### src/servo_channel_cfg.svh
`ifndef SERVO_CHANNEL_CFG_SVH
`define SERVO_CHANNEL_CFG_SVH

// ------------------------------------------------------------
// Register byte offsets
// ------------------------------------------------------------
`define OFS_INDEX_GATE_DEMUX 8'h00
`define OFS_OUTPUT_FORMAT 8'h04
`define OFS_OUTPUT_POLARITY 8'h08
`define OFS_PULSE_DIR_INVERT 8'h0c
`define OFS_FRAC_ENABLE 8'h10
`define OFS_GATED_INDEX_SEL 8'h14
`define OFS_CHANNEL_STATUS 8'h18
`define OFS_POSITION_WORD0 8'h1c
`define OFS_POSITION_WORD1 8'h20

// ------------------------------------------------------------
// Field positions
// ------------------------------------------------------------
`define BIT_GATE_LOW_LOW 0
`define BIT_DEMUX_ENABLE 1
`define BIT_POL_AB 0
`define BIT_POL_C 1
`define BIT_FMT_AB_DAC 0
`define BIT_FMT_C_PFM 1
`define BIT_STAT_INDEX 0
`define BIT_STAT_GATED 1
`define BIT_STAT_INVALID_DEMUX 2
`define BIT_STAT_HALL_LO 4

// ------------------------------------------------------------
// Reset values
// ------------------------------------------------------------
`define RST_INDEX_GATE_DEMUX 2'h0
`define RST_OUTPUT_FORMAT 2'h0
`define RST_OUTPUT_POLARITY 2'h0
`define RST_PULSE_DIR_INVERT 1'h0
`define RST_FRAC_ENABLE 1'h0
`define RST_GATED_INDEX_SEL 1'h0

`endif

### src/servo_channel_pkg.sv
package servo_channel_pkg;

	typedef enum logic [1:0] {
		FMT_PWM_PWM,
		FMT_DAC_PWM,
		FMT_PWM_PFM,
		FMT_DAC_PFM
	} output_format_e;

endpackage : servo_channel_pkg

### src/servo_channel_index_output.sv
// Function
// - Two-bit gate/demux setting, values 0..3, zero after reset, demux bit overrides the gating bit.
// - Gated capture passes index only in high-high (bit0=0) or low-low (bit0=1).
// - Gated index is A&B&C for setting 0, ~A&~B&C for setting 1.
// - Demux bit clear: third channel is index only, no hall separation.
// - Demux bit set: third channel sampled per AB state, index plus three halls.
// - Settings 2 and 3 demultiplex and ignore the gating bit.
// - Status bit 2 flags invalid demux until all four AB states seen.
// - Format: 0 PWM/PWM, 1 DAC/PWM, 2 PWM/PULSE_FREQUENCY_OUTPUT, 3 DAC/PULSE_FREQUENCY_OUTPUT.
// - Polarity zero drives PWM on, pulse on and DAC ones high.
// - Direction output changes together with the pulse leading edge.
// - Inverted pulse: rising edge is trailing, pulse width gives direction set-up.
// - Direction low for positive command when invert is 0, high when 1.
// - Direction invert acts only with format 2 or 3.
// - Fractional enable resets to 0 (off); 1 enables hardware estimator.
// - Estimator computes a new fractional position every sample clock cycle.
// - Fractional count feeds capture when enabled.
// - Enabled: first two position words return fractional data instead of timers.
// - Gated index select 0 routes raw third channel to capture.
//
// Register access over Wishbone and the register addresses are this design's own decisions.
`timescale 1ns/1ns
`include "servo_channel_cfg.svh"

module servo_channel_index_output #(
	parameter int TIMER_W = 16,
	parameter int FRAC_W = 8
) (
	input wire logic ref_clk,
	input wire logic rst,
	input wire logic cyc_i,
	input wire logic stb_i,
	input wire logic we_i,
	input wire logic [7:0] adr_i,
	input wire logic [31:0] dat_i,
	input wire logic [3:0] sel_i,
	output logic ack_o,
	output logic [31:0] dat_o,
	input wire logic enc_a,
	input wire logic enc_b,
	input wire logic third_encoder_channel,
	input wire logic sample_tick,
	input wire logic pwm_a,
	input wire logic pwm_b,
	input wire logic pwm_c,
	input wire logic dac_a_bit,
	input wire logic dac_b_bit,
	input wire logic pulse_frequency_output,
	input wire logic cmd_negative,
	output logic out_a,
	output logic out_b,
	output logic out_c,
	output logic out_dir,
	output logic gated_index_signal,
	output logic [2:0] hall_state,
	output logic [FRAC_W-1:0] frac_count
);

	// ------------------------------------------------------------
	// State
	// ------------------------------------------------------------
	typedef struct packed {
		logic [2:0] s1;
		logic [2:0] s2;
		logic [2:0] s3;
		logic [2:0] filt;
		logic gi;
		logic gi_prev;
		logic [2:0] hall;
		logic dmx_index;
		logic [3:0] seen;
		logic [1:0] gate_ctl;
		logic [1:0] fmt;
		logic [1:0] pol;
		logic dir_inv;
		logic frac_en;
		logic gi_sel;
		logic ack;
		logic [31:0] rdat;
		logic oa;
		logic ob;
		logic oc;
		logic dir;
		logic pulse_prev;
		logic [TIMER_W-1:0] since;
		logic [TIMER_W-1:0] period;
		logic [FRAC_W-1:0] frac;
		logic [FRAC_W-1:0] cap_frac;
	} state_s;

	state_s st_q;
	state_s st_d;

	// Fraction of a count elapsed, saturated just below one count.
	function automatic logic [FRAC_W-1:0] frac_calc(input logic [TIMER_W-1:0] since,
		input logic [TIMER_W-1:0] period);
		logic [TIMER_W+FRAC_W-1:0] num;
		logic [TIMER_W+FRAC_W-1:0] quo;
		num = {since, {FRAC_W{1'b0}}};
		quo = '0;
		if (period == '0 || since >= period)
			quo = {(TIMER_W+FRAC_W){1'b1}};
		else
			quo = num / {{FRAC_W{1'b0}}, period};
		frac_calc = (quo > {{TIMER_W{1'b0}}, {FRAC_W{1'b1}}}) ? {FRAC_W{1'b1}} : quo[FRAC_W-1:0];
	endfunction : frac_calc

	logic bus_req;
	logic wr_lo;
	logic [1:0] ab;
	logic ab_moved;
	logic lead;
	logic gi_calc;
	logic [FRAC_W-1:0] frac_next;
	logic [31:0] status_word;
	servo_channel_pkg::output_format_e fmt_e;

	assign bus_req = cyc_i && stb_i && !st_q.ack;
	assign wr_lo = bus_req && we_i && sel_i[0];
	assign ab = st_q.filt[1:0];
	assign fmt_e = servo_channel_pkg::output_format_e'(st_q.fmt);

	// ------------------------------------------------------------
	// Next state
	// ------------------------------------------------------------
	always_comb
	begin
		st_d = st_q;
		// Inputs pass three stages; a change counts once stages two and three agree.
		st_d.s1 = {third_encoder_channel, enc_b, enc_a};
		st_d.s2 = st_q.s1;
		st_d.s3 = st_q.s2;
		for (int i = 0; i < 3; i++)
		begin
			if (st_q.s2[i] == st_q.s3[i])
				st_d.filt[i] = st_q.s3[i];
		end
		ab_moved = st_d.filt[1:0] != ab;

		// Third channel is demultiplexed by the settled AB state.
		if (st_q.gate_ctl[`BIT_DEMUX_ENABLE])
		begin
			unique case (ab)
				2'h0: st_d.dmx_index = st_q.filt[2];
				2'h1: st_d.hall[0] = st_q.filt[2];
				2'h3: st_d.hall[1] = st_q.filt[2];
				2'h2: st_d.hall[2] = st_q.filt[2];
			endcase
			st_d.seen = st_q.seen | (4'h1 << ab);
		end
		else
		begin
			st_d.dmx_index = st_q.filt[2];
		end

		// Capture index: raw, gated by one quadrature state, or demultiplexed.
		gi_calc = st_q.filt[2];
		if (st_q.gi_sel)
		begin
			if (st_q.gate_ctl[`BIT_DEMUX_ENABLE])
				gi_calc = st_q.dmx_index;
			else if (st_q.gate_ctl[`BIT_GATE_LOW_LOW])
				gi_calc = !ab[0] && !ab[1] && st_q.filt[2];
			else
				gi_calc = ab[0] && ab[1] && st_q.filt[2];
		end
		st_d.gi = gi_calc;
		st_d.gi_prev = st_q.gi;

		// Timers between quadrature edges feed the fractional estimate.
		if (ab_moved)
		begin
			st_d.period = st_q.since + TIMER_W'(1);
			st_d.since = '0;
		end
		else if (st_q.since != {TIMER_W{1'b1}})
		begin
			st_d.since = st_q.since + TIMER_W'(1);
		end
		frac_next = frac_calc(st_q.since, st_q.period);
		if (!st_q.frac_en)
			st_d.frac = '0;
		else if (sample_tick)
			st_d.frac = frac_next;
		if (st_q.gi && !st_q.gi_prev)
			st_d.cap_frac = st_q.frac;

		// Command outputs with format select and polarity.
		st_d.oa = (st_q.fmt[`BIT_FMT_AB_DAC] ? dac_a_bit : pwm_a) ^ st_q.pol[`BIT_POL_AB];
		st_d.ob = (st_q.fmt[`BIT_FMT_AB_DAC] ? dac_b_bit : pwm_b) ^ st_q.pol[`BIT_POL_AB];
		st_d.oc = (st_q.fmt[`BIT_FMT_C_PFM] ? pulse_frequency_output : pwm_c) ^ st_q.pol[`BIT_POL_C];
		st_d.pulse_prev = pulse_frequency_output;
		lead = pulse_frequency_output && !st_q.pulse_prev;
		// In formats 2 and 3 direction moves only with the pulse leading edge (else held low), so with the pulse inverted
		// the whole pulse width becomes set-up time before the rising edge.
		if (!(fmt_e == servo_channel_pkg::FMT_PWM_PFM || fmt_e == servo_channel_pkg::FMT_DAC_PFM))
			st_d.dir = 1'b0;
		else if (lead)
			st_d.dir = cmd_negative ^ st_q.dir_inv;

		// Register bus: one wait state, unmapped reads return zero.
		st_d.ack = bus_req;
		st_d.rdat = '0;
		if (wr_lo)
		begin
			unique case (adr_i)
				`OFS_INDEX_GATE_DEMUX: st_d.gate_ctl = dat_i[1:0];
				`OFS_OUTPUT_FORMAT: st_d.fmt = dat_i[1:0];
				`OFS_OUTPUT_POLARITY: st_d.pol = dat_i[1:0];
				`OFS_PULSE_DIR_INVERT: st_d.dir_inv = dat_i[0];
				`OFS_FRAC_ENABLE: st_d.frac_en = dat_i[0];
				`OFS_GATED_INDEX_SEL: st_d.gi_sel = dat_i[0];
				default: ;
			endcase
		end
		if (bus_req && !we_i)
		begin
			unique case (adr_i)
				`OFS_INDEX_GATE_DEMUX: st_d.rdat = {30'h0, st_q.gate_ctl};
				`OFS_OUTPUT_FORMAT: st_d.rdat = {30'h0, st_q.fmt};
				`OFS_OUTPUT_POLARITY: st_d.rdat = {30'h0, st_q.pol};
				`OFS_PULSE_DIR_INVERT: st_d.rdat = {31'h0, st_q.dir_inv};
				`OFS_FRAC_ENABLE: st_d.rdat = {31'h0, st_q.frac_en};
				`OFS_GATED_INDEX_SEL: st_d.rdat = {31'h0, st_q.gi_sel};
				`OFS_CHANNEL_STATUS: st_d.rdat = status_word;
				`OFS_POSITION_WORD0: st_d.rdat = st_q.frac_en ? 32'(st_q.frac) : 32'(st_q.period);
				`OFS_POSITION_WORD1: st_d.rdat = st_q.frac_en ? 32'(st_q.cap_frac) : 32'(st_q.since);
				default: st_d.rdat = '0;
			endcase
		end
	end

	always_comb
	begin
		status_word = '0;
		status_word[`BIT_STAT_INDEX] = st_q.dmx_index;
		status_word[`BIT_STAT_GATED] = st_q.gi;
		status_word[`BIT_STAT_INVALID_DEMUX] = st_q.gate_ctl[`BIT_DEMUX_ENABLE] && !(&st_q.seen);
		status_word[`BIT_STAT_HALL_LO +: 3] = st_q.hall;
	end

	// ------------------------------------------------------------
	// Registers
	// ------------------------------------------------------------
	always_ff @(posedge ref_clk or posedge rst)
	begin
		if (rst)
		begin
			st_q <= '0;
			st_q.gate_ctl <= `RST_INDEX_GATE_DEMUX;
			st_q.fmt <= `RST_OUTPUT_FORMAT;
			st_q.pol <= `RST_OUTPUT_POLARITY;
			st_q.dir_inv <= `RST_PULSE_DIR_INVERT;
			st_q.frac_en <= `RST_FRAC_ENABLE;
			st_q.gi_sel <= `RST_GATED_INDEX_SEL;
		end
		else
		begin
			st_q <= st_d;
		end
	end

	assign ack_o = st_q.ack;
	assign dat_o = st_q.rdat;
	assign out_a = st_q.oa;
	assign out_b = st_q.ob;
	assign out_c = st_q.oc;
	assign out_dir = st_q.dir;
	assign gated_index_signal = st_q.gi;
	assign hall_state = st_q.hall;
	assign frac_count = st_q.frac;

	logic stable_dir_cfg;
	assign stable_dir_cfg = (st_q.fmt == st_d.fmt) && (st_q.dir_inv == st_d.dir_inv);
endmodule : servo_channel_index_output

### config.mk
export PLATFORM = sky130hd
export DESIGN_NAME = servo_channel_index_output
export DESIGN_NICKNAME = d
export VERILOG_FILES = /design/src/servo_channel_pkg.sv /design/src/servo_channel_index_output.sv
export VERILOG_INCLUDE_DIRS = /design/src
export SDC_FILE = /design/constraint.sdc
export NUM_CORES = 1
export LEC_CHECK = 0
export ABC_CLOCK_PERIOD_IN_PS = 136500
export BUFFER_PORTS_ARGS = -buffer_cell sky130_fd_sc_hd__buf_2
export CORE_ASPECT_RATIO = 0.7
export CORE_MARGIN = 4
export CORE_UTILIZATION = 45
export CTS_CLUSTER_DIAMETER = 50
export DETAILED_ROUTE_END_ITERATION = 10
export PLACE_DENSITY = 0.63
export SYNTH_ARGS = -nofsm -noshare
export SYNTH_HDL_FRONTEND = slang
export SYNTH_SLANG_ARGS = --single-unit
### constraint.sdc
create_clock -name ref_clk -period 136.5 [get_ports ref_clk]
set_clock_uncertainty 0.1 [all_clocks]
set_input_delay 20.475 -clock ref_clk [delete_from_list [all_inputs] [get_ports ref_clk]]
set_output_delay 20.475 -clock ref_clk [all_outputs]
set_load 0.05 [all_outputs]
==> results.yml <==
drt:
  drc: 0
  routed_wl_mm: 70.1
  vias: 21858
  viasPerCell: 6.30
  drt_iter0_markers: 2702
  wl_per_cell_um: 20.2
  ant_nets: 0
  dr.pass1.iters: 5
logic_synthesis:
  synth-compound-area-share: 0.269
  avgSynthCellArea_um2: 7.54
  synth_warnings: 0
  synthSimpleGateAreaFrac: 0.240
  yosys.area_share.xor_xnor: 0.0881
  synth.area.mux_share: 0.0742
  netlist.area_leader.share: 0.159
  synth_fa_ha_area_frac: 0.163
  synth_cell_types: 110
  yosys_most_used_dff: "dfrtp_1"
  yosysTopAreaCell: "ha_1"
  synth_area_leaders: "ha_1 (16%), dfrtp_1 (12%), mux2_2 (5.8%)"
  synth-seq-cells: 101
  async_flop_share: 1.00
  synth_edf_count: 0
  synth_area_um2: 21600
  synth_top_family_by_area: "compound AO/OA/AOI/OAI gates"
  synth_cells: 2865
  yosysSeqAreaShare: 0.117
grt:
  grt_max_degree: 63
  antenna_found_initial: 1
  grt_pass1_vias: 20071
  gr-total-overflow: 0
  grt_first_pass_wirelength_mm: 111
  grt_usage: 0.262
die:
  die_y_um: 191
  coreArea_um2: 46900
  die_w_um: 270
  io_pins: 109
  start_util: 0.460
  dieArea_um2: 51600
  row_count: 66
cts:
  htree_levels: 3
  cts-root-buf: "clkbuf_16"
  cts_resized: 0
  cts.sinks: 101
  numCtsBuffers: 9
  cts_buffer_depth: 2
  post_cts_buffers: 0
  ctsHoldBuffers: 0
  path_clk_slew_ns: 0.07
  clk_latency_ns: 0.36
  cts_tree: "built"
setup_path:
  slowest_stage: "or4b_1"
  crit_arrival_ns: 75.91
  end_kind: "register"
  max_stage_delay_ns: 0.81
  critPathRequiredTime_ns: 136.61
  worstSetupPathType: "reg2reg"
  worstSetupStartpointType: "register"
  crit_path_frequent_cell: "o21a_1"
  crit_fanout: 30
sta:
  max-slew-margin-rel: 0.220
  hold_viol_final: 0
  period_minus_slack_ns: 75.80
  finalSetupViolations: 0
  slew_viol_final: 0
  finalSetupTns_ns: 0
  rsz0062_at_grt: "no"
  finalCritPeriodShare: 0.555
  worst_pin_slew_ns: 1.16
  max_freq_mhz: 13.2
placed_design:
  gp_congestion: 0.948
  place_inst: 3452
  portBuffers: 59
  dp_hpwl_mm: 55.0
status:
  status: "finished clean"
layout:
  syn2layout_area_growth_pct: 4.81
  drive_gt1_frac: 0.107
  antenna_cells: 0
  fin_cells: 3468
  nNetsFinal: 3187
min_path:
  hp-class: "reg2reg"
flow_run:
  cap_viol_max_count: 0
-- metal layers --
layer / routed length, µm / part of all wire / GRT usage
met5: 0 / 0 / 0
met3: 6780 / 0.097 / 0.0398
met4: 1220 / 0.017 / 0.0485
met2: 27100 / 0.39 / 0.375
met1: 35000 / 0.50 / 0.413
-- cells in the final DEF, fill, tap and decap left out, types with 33 or more instances in the layout --
master / netlist / routed
nand2b_1: 69 / 69
dfrtp_1: 101 / 101
mux2_2: 112 / 112
xor2_1: 89 / 89
nand2_1: 237 / 237
o21ai_0: 160 / 160
nand3_1: 69 / 69
ha_1: 275 / 275
o21a_1: 89 / 89
nand4_1: 56 / 56
nor3_1: 107 / 105
nor2b_1: 44 / 44
mux2i_1: 33 / 33
a21oi_1: 218 / 217
o31ai_1: 50 / 50
nor2_1: 265 / 265
xnor2_1: 117 / 117
buf_4: 44 / 46
inv_1: 85 / 84
a21o_1: 109 / 109
buf_2: 12 / 59
-- stage by stage --
step	util	cell area (µm²)	setup WS, ns	hold slack (ns)
final	0.483	22600	60.70	0.252
after global routing	0.483	22600	55.11	0.256
after CTS	0.483	22600	62.07	0.252
after detailed placement	0.476	22400	62.40	0.236
after global placement	0.476	22400	63.66	0.235
after floorplan	-	21700	70.44	0.231
-- state kept, by name (all words and copies together) (netlist names) --
signal,cells
ab,2
ack_o,1
dat_o,16
fmt_e,2
frac_count,8
gated_index_signal,1
hall_state,3
out_a,1
out_b,1
out_c,1
out_dir,1
st_d,6
st_q,58
-- cells by family after synthesis --
family,Yosys count
adders and majority gates,282
xor gates and xnor gates,212
and+or+nand+nor,1028
other,1
buffers and inverters,232
muxes,146
AOI/OAI and AO/OA,863
DFF,101
-- cell type report --
| class | count | area [µm²] |
|---|---|---|
| Clock inverter | 5 | 42.5 |
| Fill cell | 4654 | 24300 |
| Multi-Input combinational cell | 2547 | 18100 |
| Clock buffer | 11 | 243 |
| Tap cell | 612 | 766 |
| Sequential cell | 101 | 2530 |
| Timing Repair Buffer | 105 | 641 |
| Inverter | 87 | 329 |
-- path summary, 6_finish.rpt --
| path | cells after the start | to | slack, ns | startpoint |
|---|---|---|---|---|
| min | 0 | st_d[109]$_DFF_PP0_ | 0.25 | st_d[112]$_DFF_PP0_ |
| max | 358 | frac_count[0]$_DFFE_PP0P_ | 60.70 | st_q[32]$_DFFE_PP0P_ |
| max in group asynchronous | 3 | dat_o[12]$_DFF_PP0_ | 115.05 | rst |
| min reg2reg | 0 | st_d[109]$_DFF_PP0_ | 0.25 | st_d[112]$_DFF_PP0_ |
| min in group asynchronous | 2 | st_q[48]$_DFF_PP0_ | 20.04 | rst |
| max reg2reg | 358 | frac_count[0]$_DFFE_PP0P_ | 60.70 | st_q[32]$_DFFE_PP0P_ |
-- critical path, delay by kind of cell, from the launching register on --
kind	cells	cell delay [ns]
AO/OA/AOI/OAI	203	40.52
XOR/XNOR	9	1.58
adder cells (fa/ha/maj)	26	8.61
buffers and inverters	15	3.63
flip-flops	1	0.53
multiplexers	6	2.11
AND/OR/NAND/NOR	99	18.29
-- cell usage after synthesis, types with 50 or more instances --
library cell / instances
ha_1: 275
nor2_1: 265
nand2_1: 237
a21oi_1: 218
o21ai_0: 160
xnor2_1: 117
mux2_2: 112
a21o_1: 109
nor3_1: 107
dfrtp_1: 101
o21a_1: 89
xor2_1: 89
inv_1: 85
clkbuf_1: 75
nand2b_1: 69
nand3_1: 69
nand4_1: 56
o31ai_1: 50
Power is not shown: default switching activity piles up to over one toggle a cycle in this logic, so the estimate is an artifact.
